## config.mk

```make
export PLATFORM = sky130hd
export DESIGN_NAME = amp_dc_block_misc_config
export DESIGN_NICKNAME = d
export VERILOG_FILES = /design/src/amp_cfg_pkg_note_unused.sv /design/src/amp_cfg_pkg.sv /design/src/amp_dc_block_misc_config.sv
export SDC_FILE = /design/constraint.sdc
export NUM_CORES = 1
export LEC_CHECK = 0
export BUFFER_PORTS_ARGS = -buffer_cell sky130_fd_sc_hd__buf_2
export CAP_MARGIN = 20
export CORE_MARGIN = 4
export CORE_UTILIZATION = 45
export CTS_CLUSTER_SIZE = 40
export DETAILED_ROUTE_END_ITERATION = 8
export PLACE_DENSITY = 0.76
export SETUP_SLACK_MARGIN = 0.4
export SLEW_MARGIN = 40
export SYNTH_ARGS = -nofsm -noshare
export SYNTH_HDL_FRONTEND = slang
export SYNTH_SLANG_ARGS = --single-unit
```

## constraint.sdc

```tcl
create_clock -name i_clk_sys -period 4.59 [get_ports i_clk_sys]
set_input_delay 0.2295 -clock i_clk_sys [delete_from_list [all_inputs] [get_ports i_clk_sys]]
set_output_delay 0.2295 -clock i_clk_sys [all_outputs]
set_load 0.02 [all_outputs]
```

## src/amp_cfg_pkg_note_unused.sv

```systemverilog
`timescale 1ns/1ps
`default_nettype none
`default_nettype wire

```

## src/amp_cfg_pkg.sv

```systemverilog
// Operation
// RQ1 - bit 7 selects external or internal aux supply
// RQ2 - bit 6 enables interrupt pin pull-up
// RQ3 - bit 5 spread spectrum, on after reset
// RQ4 - clock sync overrides spread spectrum
// RQ5 - 3-bit playback dc-block cutoff select
// RQ6 - 3-bit record dc-block cutoff, same encoding
// RQ7 - 44.1/88.2 kHz families scale cutoffs down
// RQ8 - thermal foldback enable, off after reset
// RQ9 - over-current auto retry enable
// RQ10 - over-temperature auto retry enable
// RQ11 - feedback from outputs or sense pins
// RQ12 - safe mode adds fixed attenuation
// RQ13 - over-current threshold lowered in 10% steps
// RQ14 - shutdown pin timed or immediate response
// RQ15 - shutdown timeout 2/4/6/23.8 ms select
// RQ16 - volume ramp step interval or disabled
// RQ17 - broadcast i2c address enable
// RQ18 - address re-detect bit self clears
// RQ19 - aux supply use depends on mode selects
// RQ20 - reserved bits read zero, reserved codes ignored; code stores written reserved bits of offsets 0x05 and 0x06
package amp_cfg_pkg;

	// register offsets
	localparam logic [7:0] OFS_PB_SUPPLY = 8'h04;
	localparam logic [7:0] OFS_REC_FOLD  = 8'h05;
	localparam logic [7:0] OFS_PROT_FB   = 8'h06;
	localparam logic [7:0] OFS_SD_VOL    = 8'h07;

	// values after reset
	localparam logic [7:0] RST_PB_SUPPLY = 8'h21;
	localparam logic [7:0] RST_REC_FOLD  = 8'h41;
	localparam logic [7:0] RST_PROT_FB   = 8'h00;
	localparam logic [7:0] RST_SD_VOL    = 8'h20;

	// field positions
	localparam int BIT_AUX_SRC     = 7;
	localparam int BIT_IRQ_PU      = 6;
	localparam int BIT_SPREAD      = 5;
	localparam int BIT_FOLDBACK    = 3;
	localparam int BIT_OC_RETRY    = 5;
	localparam int BIT_OT_RETRY    = 4;
	localparam int BIT_PF_FB       = 3;
	localparam int BIT_SAFE_ATTN   = 2;
	localparam int BIT_BCAST       = 1;
	localparam int BIT_REDETECT    = 0;
	localparam int POS_CUTOFF      = 0;
	localparam int POS_OC_THR      = 0;
	localparam int POS_SD_RESP     = 6;
	localparam int POS_SD_TMO      = 4;
	localparam int POS_RAMP        = 2;
	localparam int POS_REC_RSVD    = 4;
	localparam int POS_PROT_RSVD   = 6;

	// field encodings, with the reserved cutoff code
	localparam logic [2:0] CUTOFF_RSVD      = 3'h7;
	localparam logic [1:0] SD_RESP_TIMED    = 2'h0;
	localparam logic [1:0] SD_RESP_FORCED   = 2'h1;
	localparam logic [1:0] RAMP_OFF         = 2'h3;
	localparam logic [1:0] SWMODE_HV_ONLY   = 2'h2;

	// fixed gain figures
	localparam logic [4:0] SAFE_ATTN_DB     = 5'h12;
	localparam logic [15:0] SCALE_UNITY_Q14 = 16'h4000;
	localparam logic [15:0] SCALE_441_Q14   = 16'h3acd;

	// shutdown timeouts in ms and their cycle counts
	localparam real CLK_MHZ   = 250.0;
	localparam real T_SD0_MS  = 2.0;
	localparam real T_SD1_MS  = 4.0;
	localparam real T_SD2_MS  = 6.0;
	localparam real T_SD3_MS  = 23.8;
	localparam int  CYC_SD0   = $rtoi(T_SD0_MS * 1000.0 * CLK_MHZ);
	localparam int  CYC_SD1   = $rtoi(T_SD1_MS * 1000.0 * CLK_MHZ);
	localparam int  CYC_SD2   = $rtoi(T_SD2_MS * 1000.0 * CLK_MHZ);
	localparam int  CYC_SD3   = $rtoi(T_SD3_MS * 1000.0 * CLK_MHZ);
	localparam int  TMO_W     = 23;

	typedef struct packed {
		logic       wr;
		logic       rd;
		logic [7:0] addr;
		logic [7:0] wdata;
	} reg_req_t;

	typedef enum logic [1:0] {
		SD_RUN  = 2'b00,
		SD_WAIT = 2'b01,
		SD_OFF  = 2'b10
	} sd_state_t;

endpackage : amp_cfg_pkg

```

## src/amp_dc_block_misc_config.sv

```systemverilog
`timescale 1ns/1ps
`default_nettype none
module amp_dc_block_misc_config #(
	parameter int P_CYC_SD0 = amp_cfg_pkg::CYC_SD0,
	parameter int P_CYC_SD1 = amp_cfg_pkg::CYC_SD1,
	parameter int P_CYC_SD2 = amp_cfg_pkg::CYC_SD2,
	parameter int P_CYC_SD3 = amp_cfg_pkg::CYC_SD3
) (
	input  wire logic                 i_clk_sys,
	input  wire logic                 i_rst,
	input  wire amp_cfg_pkg::reg_req_t i_reg_req,
	input  wire logic                 i_classd_sync_en,
	input  wire logic                 i_rate_441_family,
	input  wire logic [1:0]           i_switch_mode,
	input  wire logic                 i_brownout_src_hv,
	input  wire logic                 i_shutdown_pin_n,
	input  wire logic                 i_address_detect_done,
	output logic [7:0]                o_reg_rdata,
	output logic                      o_aux_supply_internal,
	output logic                      o_aux_feeds_output_stage,
	output logic                      o_aux_is_brownout_src,
	output logic                      o_irq_pin_pullup_en,
	output logic                      o_spread_spectrum_active,
	output logic [9:0]                o_playback_cutoff_hz,
	output logic [9:0]                o_record_cutoff_hz,
	output logic [15:0]               o_cutoff_scale_q14,
	output logic                      o_thermal_foldback_en,
	output logic                      o_overcurrent_auto_retry,
	output logic                      o_overtemp_auto_retry,
	output logic                      o_post_filter_feedback_en,
	output logic [4:0]                o_extra_attenuation_db,
	output logic [4:0]                o_overcurrent_threshold_below_pct,
	output logic                      o_shutdown_req,
	output logic [3:0]                o_volume_ramp_samples,
	output logic                      o_volume_ramp_disabled,
	output logic                      o_broadcast_address_en,
	output logic                      o_target_address_redetect
);

	// cutoff code to nominal corner in hz; bypass and reserved give zero
	function automatic logic [9:0] cutoff_hz(input logic [2:0] code);
		logic [9:0] hz;
		hz = 10'h000;
		case (code)
			3'h1: hz = 10'h002;
			3'h2: hz = 10'h032;
			3'h3: hz = 10'h064;
			3'h4: hz = 10'h0c8;
			3'h5: hz = 10'h190;
			3'h6: hz = 10'h320;
			default: hz = 10'h000;
		endcase
		return hz;
	endfunction : cutoff_hz

	logic [7:0]  pb_r, pb_nxt;
	logic [7:0]  rec_r, rec_nxt;
	logic [7:0]  prot_r, prot_nxt;
	logic [7:0]  sd_r, sd_nxt;
	logic [7:0]  rdata_nxt;
	logic        wr_pb, wr_rec, wr_prot, wr_sd;

	assign wr_pb   = i_reg_req.wr && (i_reg_req.addr == amp_cfg_pkg::OFS_PB_SUPPLY);
	assign wr_rec  = i_reg_req.wr && (i_reg_req.addr == amp_cfg_pkg::OFS_REC_FOLD);
	assign wr_prot = i_reg_req.wr && (i_reg_req.addr == amp_cfg_pkg::OFS_PROT_FB);
	assign wr_sd   = i_reg_req.wr && (i_reg_req.addr == amp_cfg_pkg::OFS_SD_VOL);

	// register file next state; reserved codes keep the previous field so behaviour holds
	always_comb begin
		pb_nxt   = pb_r;
		rec_nxt  = rec_r;
		prot_nxt = prot_r;
		sd_nxt   = sd_r;
		if (wr_pb) begin
			// RQ1 RQ2 RQ3 control bits
			pb_nxt[7:5] = i_reg_req.wdata[7:5];
			// RQ5 playback cutoff code
			if (i_reg_req.wdata[2:0] != amp_cfg_pkg::CUTOFF_RSVD) begin
				pb_nxt[2:0] = i_reg_req.wdata[2:0];
			end
		end
		if (wr_rec) begin
			// RQ8 foldback and reserved storage
			rec_nxt[7:3] = i_reg_req.wdata[7:3];
			// RQ6 record cutoff code
			if (i_reg_req.wdata[2:0] != amp_cfg_pkg::CUTOFF_RSVD) begin
				rec_nxt[2:0] = i_reg_req.wdata[2:0];
			end
		end
		if (wr_prot) begin
			// RQ9 RQ10 RQ11 RQ12 RQ13 all plain fields
			prot_nxt = i_reg_req.wdata;
		end
		if (wr_sd) begin
			// RQ14 reserved response codes ignored
			if (i_reg_req.wdata[7] == 1'b0) begin
				sd_nxt[7:6] = i_reg_req.wdata[7:6];
			end
			// RQ15 RQ16 RQ17 plain fields
			sd_nxt[5:1] = i_reg_req.wdata[5:1];
		end
		// RQ18 self clearing, a new write wins over completion
		if (wr_sd && i_reg_req.wdata[amp_cfg_pkg::BIT_REDETECT]) begin
			sd_nxt[amp_cfg_pkg::BIT_REDETECT] = 1'b1;
		end else if (i_address_detect_done) begin
			sd_nxt[amp_cfg_pkg::BIT_REDETECT] = 1'b0;
		end
		// RQ20 read-only reserved bits stay zero
		pb_nxt[4:3] = 2'b00;
	end

	// register file storage
	always_ff @(posedge i_clk_sys or posedge i_rst) begin
		if (i_rst) begin
			pb_r   <= amp_cfg_pkg::RST_PB_SUPPLY;
			rec_r  <= amp_cfg_pkg::RST_REC_FOLD;
			prot_r <= amp_cfg_pkg::RST_PROT_FB;
			sd_r   <= amp_cfg_pkg::RST_SD_VOL;
		end else begin
			pb_r   <= pb_nxt;
			rec_r  <= rec_nxt;
			prot_r <= prot_nxt;
			sd_r   <= sd_nxt;
		end
	end

	// read port; unmapped offsets answer zero, data holds between reads
	always_comb begin
		rdata_nxt = o_reg_rdata;
		if (i_reg_req.rd) begin
			unique case (i_reg_req.addr)
				amp_cfg_pkg::OFS_PB_SUPPLY: rdata_nxt = pb_r;
				amp_cfg_pkg::OFS_REC_FOLD:  rdata_nxt = rec_r;
				amp_cfg_pkg::OFS_PROT_FB:   rdata_nxt = prot_r;
				amp_cfg_pkg::OFS_SD_VOL:    rdata_nxt = sd_r;
				default:                    rdata_nxt = 8'h00;
			endcase
		end
	end

	// read data flop
	always_ff @(posedge i_clk_sys or posedge i_rst) begin
		if (i_rst) begin
			o_reg_rdata <= 8'h00;
		end else begin
			o_reg_rdata <= rdata_nxt;
		end
	end

	// shutdown pin timer
	amp_cfg_pkg::sd_state_t          sd_state_r, sd_state_nxt;
	logic [amp_cfg_pkg::TMO_W-1:0]   tmo_cnt_r, tmo_cnt_nxt;
	logic [amp_cfg_pkg::TMO_W-1:0]   tmo_lim;
	logic                            sd_req_nxt;

	// local copy of the counter width so the size casts name a plain constant;
	// the longest timeout must still fit, so widen it if the clock gets faster
	localparam int TMO_W = amp_cfg_pkg::TMO_W;

	// RQ15 timeout select; a change mid-wait moves the limit at once
	always_comb begin
		unique case (sd_r[amp_cfg_pkg::POS_SD_TMO +: 2])
			2'h0: tmo_lim = TMO_W'(P_CYC_SD0 - 1);
			2'h1: tmo_lim = TMO_W'(P_CYC_SD1 - 1);
			2'h2: tmo_lim = TMO_W'(P_CYC_SD2 - 1);
			2'h3: tmo_lim = TMO_W'(P_CYC_SD3 - 1);
		endcase
	end

	// pin release always returns to run; forced mode skips the wait
	always_comb begin
		sd_state_nxt = sd_state_r;
		tmo_cnt_nxt  = tmo_cnt_r;
		unique case (sd_state_r)
			amp_cfg_pkg::SD_RUN: begin
				tmo_cnt_nxt = '0;
				if (!i_shutdown_pin_n) begin
					// RQ14 immediate or timed
					if (sd_r[amp_cfg_pkg::POS_SD_RESP +: 2] == amp_cfg_pkg::SD_RESP_FORCED) begin
						sd_state_nxt = amp_cfg_pkg::SD_OFF;
					end else begin
						sd_state_nxt = amp_cfg_pkg::SD_WAIT;
					end
				end
			end
			amp_cfg_pkg::SD_WAIT: begin
				if (i_shutdown_pin_n) begin
					sd_state_nxt = amp_cfg_pkg::SD_RUN;
				end else if (tmo_cnt_r >= tmo_lim) begin
					// RQ15 timeout reached
					sd_state_nxt = amp_cfg_pkg::SD_OFF;
				end else begin
					tmo_cnt_nxt = tmo_cnt_r + 1'b1;
				end
			end
			amp_cfg_pkg::SD_OFF: begin
				if (i_shutdown_pin_n) begin
					sd_state_nxt = amp_cfg_pkg::SD_RUN;
				end
			end
			default: sd_state_nxt = amp_cfg_pkg::SD_RUN;
		endcase
		sd_req_nxt = (sd_state_nxt == amp_cfg_pkg::SD_OFF);
	end

	// timer state and counter flops
	always_ff @(posedge i_clk_sys or posedge i_rst) begin
		if (i_rst) begin
			sd_state_r <= amp_cfg_pkg::SD_RUN;
			tmo_cnt_r  <= '0;
		end else begin
			sd_state_r <= sd_state_nxt;
			tmo_cnt_r  <= tmo_cnt_nxt;
		end
	end

	// decoded controls, one flop stage so every output is registered;
	// decodes read the next values so outputs change on the write edge itself
	logic        ss_nxt, aux_out_nxt, aux_bo_nxt;
	logic [15:0] scale_nxt;
	logic [4:0]  attn_nxt, oc_pct_nxt;
	logic [3:0]  ramp_nxt;

	always_comb begin
		// RQ4 sync mode overrides spread spectrum
		ss_nxt = pb_nxt[amp_cfg_pkg::BIT_SPREAD] & ~i_classd_sync_en;
		// RQ19 aux supply path follows mode selects
		aux_out_nxt = (i_switch_mode != amp_cfg_pkg::SWMODE_HV_ONLY);
		aux_bo_nxt  = ~i_brownout_src_hv;
		// RQ7 cutoff scale for 44.1 kHz family
		scale_nxt = i_rate_441_family ? amp_cfg_pkg::SCALE_441_Q14 : amp_cfg_pkg::SCALE_UNITY_Q14;
		// RQ12 safe mode attenuation
		attn_nxt = prot_nxt[amp_cfg_pkg::BIT_SAFE_ATTN] ? amp_cfg_pkg::SAFE_ATTN_DB : 5'h00;
		// RQ13 threshold reduction in 10 percent steps
		unique case (prot_nxt[amp_cfg_pkg::POS_OC_THR +: 2])
			2'h0: oc_pct_nxt = 5'h00;
			2'h1: oc_pct_nxt = 5'h0a;
			2'h2: oc_pct_nxt = 5'h14;
			2'h3: oc_pct_nxt = 5'h1e;
		endcase
		// RQ16 samples per half-dB step, zero when disabled
		unique case (sd_nxt[amp_cfg_pkg::POS_RAMP +: 2])
			2'h0: ramp_nxt = 4'h1;
			2'h1: ramp_nxt = 4'h4;
			2'h2: ramp_nxt = 4'h8;
			2'h3: ramp_nxt = 4'h0;
		endcase
	end

	// output flops; all zero in reset, register decodes from the first edge after
	always_ff @(posedge i_clk_sys or posedge i_rst) begin
		if (i_rst) begin
			o_aux_supply_internal             <= 1'b0;
			o_aux_feeds_output_stage          <= 1'b0;
			o_aux_is_brownout_src             <= 1'b0;
			o_irq_pin_pullup_en               <= 1'b0;
			o_spread_spectrum_active          <= 1'b0;
			o_playback_cutoff_hz              <= 10'h000;
			o_record_cutoff_hz                <= 10'h000;
			o_cutoff_scale_q14                <= 16'h0000;
			o_thermal_foldback_en             <= 1'b0;
			o_overcurrent_auto_retry          <= 1'b0;
			o_overtemp_auto_retry             <= 1'b0;
			o_post_filter_feedback_en         <= 1'b0;
			o_extra_attenuation_db            <= 5'h00;
			o_overcurrent_threshold_below_pct <= 5'h00;
			o_shutdown_req                    <= 1'b0;
			o_volume_ramp_samples             <= 4'h0;
			o_volume_ramp_disabled            <= 1'b0;
			o_broadcast_address_en            <= 1'b0;
			o_target_address_redetect         <= 1'b0;
		end else begin
			// RQ1 aux supply source
			o_aux_supply_internal             <= pb_nxt[amp_cfg_pkg::BIT_AUX_SRC];
			o_aux_feeds_output_stage          <= aux_out_nxt;
			o_aux_is_brownout_src             <= aux_bo_nxt;
			// RQ2 pull-up drive
			o_irq_pin_pullup_en               <= pb_nxt[amp_cfg_pkg::BIT_IRQ_PU];
			// RQ3 spread spectrum gated by sync
			o_spread_spectrum_active          <= ss_nxt;
			// RQ5 RQ6 nominal corners
			o_playback_cutoff_hz              <= cutoff_hz(pb_nxt[amp_cfg_pkg::POS_CUTOFF +: 3]);
			o_record_cutoff_hz                <= cutoff_hz(rec_nxt[amp_cfg_pkg::POS_CUTOFF +: 3]);
			o_cutoff_scale_q14                <= scale_nxt;
			// RQ8 foldback
			o_thermal_foldback_en             <= rec_nxt[amp_cfg_pkg::BIT_FOLDBACK];
			// RQ9 RQ10 retry policy
			o_overcurrent_auto_retry          <= prot_nxt[amp_cfg_pkg::BIT_OC_RETRY];
			o_overtemp_auto_retry             <= prot_nxt[amp_cfg_pkg::BIT_OT_RETRY];
			// RQ11 feedback source
			o_post_filter_feedback_en         <= prot_nxt[amp_cfg_pkg::BIT_PF_FB];
			o_extra_attenuation_db            <= attn_nxt;
			o_overcurrent_threshold_below_pct <= oc_pct_nxt;
			o_shutdown_req                    <= sd_req_nxt;
			o_volume_ramp_samples             <= ramp_nxt;
			o_volume_ramp_disabled            <= (sd_nxt[amp_cfg_pkg::POS_RAMP +: 2] == amp_cfg_pkg::RAMP_OFF);
			// RQ17 broadcast address enable
			o_broadcast_address_en            <= sd_nxt[amp_cfg_pkg::BIT_BCAST];
			// RQ18 re-detect request level
			o_target_address_redetect         <= sd_nxt[amp_cfg_pkg::BIT_REDETECT];
		end
	end

endmodule : amp_dc_block_misc_config
`default_nettype wire

```

==> reports/summary.txt <==
Outcome - completed
Register area share after synthesis - 46.44%
Die area - 12,540 um^2
# hold bufs at CTS - 4
Port Buffers - 84
Initial Util - 46.69%
Post-CTS sizing - 0
Min-Delay Path Class - in -> reg
P_leak - 2.677 nW
Max-slew violation count - 0
Routed Antenna Nets - 0
Crit path max fanout - 21
Internal power - 0.001261 W
Top area cells in the synthesized netlist - dfrtp_1 44%, mux2_2 5.1%, buf_4 4.6%
Arrival time worst endpoint - 3.51 ns
Layout Skew - 0.01242 ns
Final hold violation count - 0
Sequential cell fraction of total power - 49.3%
WL final - 11,440 um
Skew-Pair Late Insertion Delay - 0.38 ns
Vias in the first global route - 3,877
Max Root-Sink Buffers - 2
Largest net degree at the start of global routing - 47
Syn avg cell area - 10.30 um^2
Die height - 112.0 um
Drt first pass iters - 5
First-pass GRT wire length - 19,310 um
Worst Setup End Kind - flip-flop
Switching power share of the total - 27.15%
Top FF cell, synth - dfrtp_1
Row count - 37
Worst slew pin tran - 0.7688 ns
Post-synth cell types - 67
Hold Crit Endpoint - o_aux_feeds_output_stage
Clock Tree Root - clkbuf_8
Final period utilization - 70.13%
Minimum clock period - 3.219 ns
Overall Power - 0.001730 W
Mean routed wirelength per cell - 17.02 um
CTS H-tree depth - 3
YS warnings - 0
Asr flop ratio synth - 100.0%
GR Overflow Total - 0
Worst Reg2Reg Path Length in Cells - 7
Vias after detailed routing - 3,860
Hold path depth - 2
Vias per inst - 5.744
RSZ-0062 raised after global routing - false
Total CTS buffers - 9
Fraction of layout cells with a size suffix above 1 - 27.99%
# IOs - 98
Clock share of power - 39.5%
Critical R2R Capture - tmo_cnt_r[17]
Die span in x - 112.0 um
Worst setup SP type - flip-flop
Synth top area share - 43.74%
Fill cells - 941
Max-Cap Viols - 0
Psw - 0.0004698 W
Slew headroom - 48.75%
TritonCTS clock tree - yes
Post-CTS Setup Bufs - 0
Commonest non-fill, non-tap cell in the layout - dfrtp_1
Reg2reg setup slack - 1.37 ns
Most frequent cells in the layout - 85 x dfrtp_1, 84 x buf_2, 40 x nand2_1
Combinational Power Share - 11.1%
Reg2Reg Launch Point - sd_r[5]
Synth area leader - dfrtp_1
Core Box Area - 10,420 um^2
Number of synthesized flops with an enable pin - 0
Clk sinks - 90
Antenna violations before repair - 0
Gpl congestion - 0.8810
P&R area growth vs syn - 12.71%
Hold_sp - i_switch_mode[1]
Placed wire-length estimate - 8111 um
Gr usage total - 19.00%
Synthesized flop and latch total - 90
Fmax - 310.7 MHz
Detailed Route Iter0 Violations - 266
Crit path required time - 4.88 ns
Critical path class - reg -> reg
Cell Pwr Density - 315.7 nW/um^2
Syn Inst Count - 472
Fin nets - 571
Setup violators final - 0
Mapped Area - 4863 um^2
Setup Total Neg Slack - 0 ns
Peak supply drop - 0.1779 mV
Diodes inserted - 0
DRC Markers - 0
CTS clk-pin slew, worst paths - 0.09 ns
[power groups by stage]
stage / clock, W / combinational, W / sequential [W]
floorplan: 0 / 0.000141 / 0.000873
global placement: 0 / 0.000186 / 0.000867
detailed placement: 0 / 0.000190 / 0.000868
CTS: 0.000697 / 0.000194 / 0.000853
global route: 0.000728 / 0.000213 / 0.000859
finish: 0.000684 / 0.000193 / 0.000854
[how the worst max path moves through the flow]
stage                          to  cells past startpoint  slack (ns)     from
floorplan               async pin                      1        2.03    i_rst
detailed placement  tmo_cnt_r[17]                      7        1.42  sd_r[5]
global placement     tmo_cnt_r[4]                      8        1.43  sd_r[5]
CTS                 tmo_cnt_r[17]                      7        1.39  sd_r[5]
global route        tmo_cnt_r[17]                      7        1.17  sd_r[5]
finish              tmo_cnt_r[17]                      7        1.37  sd_r[5]
[state kept, by name, indices dropped and copies added, names as in the netlist, named ones only]
signal	count
tmo_cnt_r	23
o_playback_cutoff_hz	9
o_record_cutoff_hz	9
o_reg_rdata	8
rec_r	8
sd_r	7
pb_r	6
prot_r	6
o_volume_ramp_samples	3
o_cutoff_scale_q14	2
sd_state_r	2
o_aux_feeds_output_stage	1
o_aux_is_brownout_src	1
o_shutdown_req	1
o_spread_spectrum_active	1
o_volume_ramp_disabled	1
[cell usage after synthesis (all sizes together) (10+ instances only)]
cell type and count:
nand2 40, and2 10, nand3 19, mux2 22
nor2 26, buf 38, ha 13, dfrtp 85
o22ai 10, a21oi 19, nand4 13, inv 26
clkbuf 15
[routing by layer]
metal  up-vias  wire length, um  GRT usage [%]
met5         -                0              0
met2       149             5548          30.62
met4         0              262          8.173
met1      1903             4887          24.97
met3        24              740          3.859
li1       1784                -              -
[cell type report]
cell class	count	area, um^2	area share (%)
timing repair buffer	89	467.9	8.537
inverter	26	100.1	1.826
multi-input combinational	315	2233	40.74
tap	136	170.2	3.104
sequential	90	2258	41.20
clock buffer	9	123.9	2.260
clock inverter	7	127.6	2.328
[critical path: stages (launching register included)]
cell,delay (ns)
dfstp_2,0.62
nand2_1,0.13
ha_1,0.35
and4b_4,0.24
a221oi_4,0.52
nand3_2,0.47
or4_1,0.62
a21oi_1,0.18
[cell families after synthesis]
| kind of cell | Yosys count | synth area share (%) |
|---|---|---|
| and+or+nand+nor | 164 | 18.91 |
| adders and majority gates | 13 | 3.345 |
| DFF | 90 | 46.44 |
| xor gates and xnor gates | 4 | 0.7203 |
| buffers and inverters | 79 | 8.747 |
| muxes | 33 | 8.644 |
| other | 1 | 0.07711 |
| AOI/OAI and AO/OA | 88 | 13.12 |
[through the flow]
step	area (um^2)	setup slack (ns)	hold WS (ns)	util [%]	cells
CTS	5480	1.395	0.001501	52.61	672
floorplan	4908	2.034	0.2609	-	484
global route	5482	1.174	0.02445	52.62	672
detailed placement	5189	1.415	0.3544	49.81	652
finish	5482	1.371	0.01416	52.62	672
global placement	5180	1.428	0.3551	49.73	652
Power figures use the tool's default switching activity.
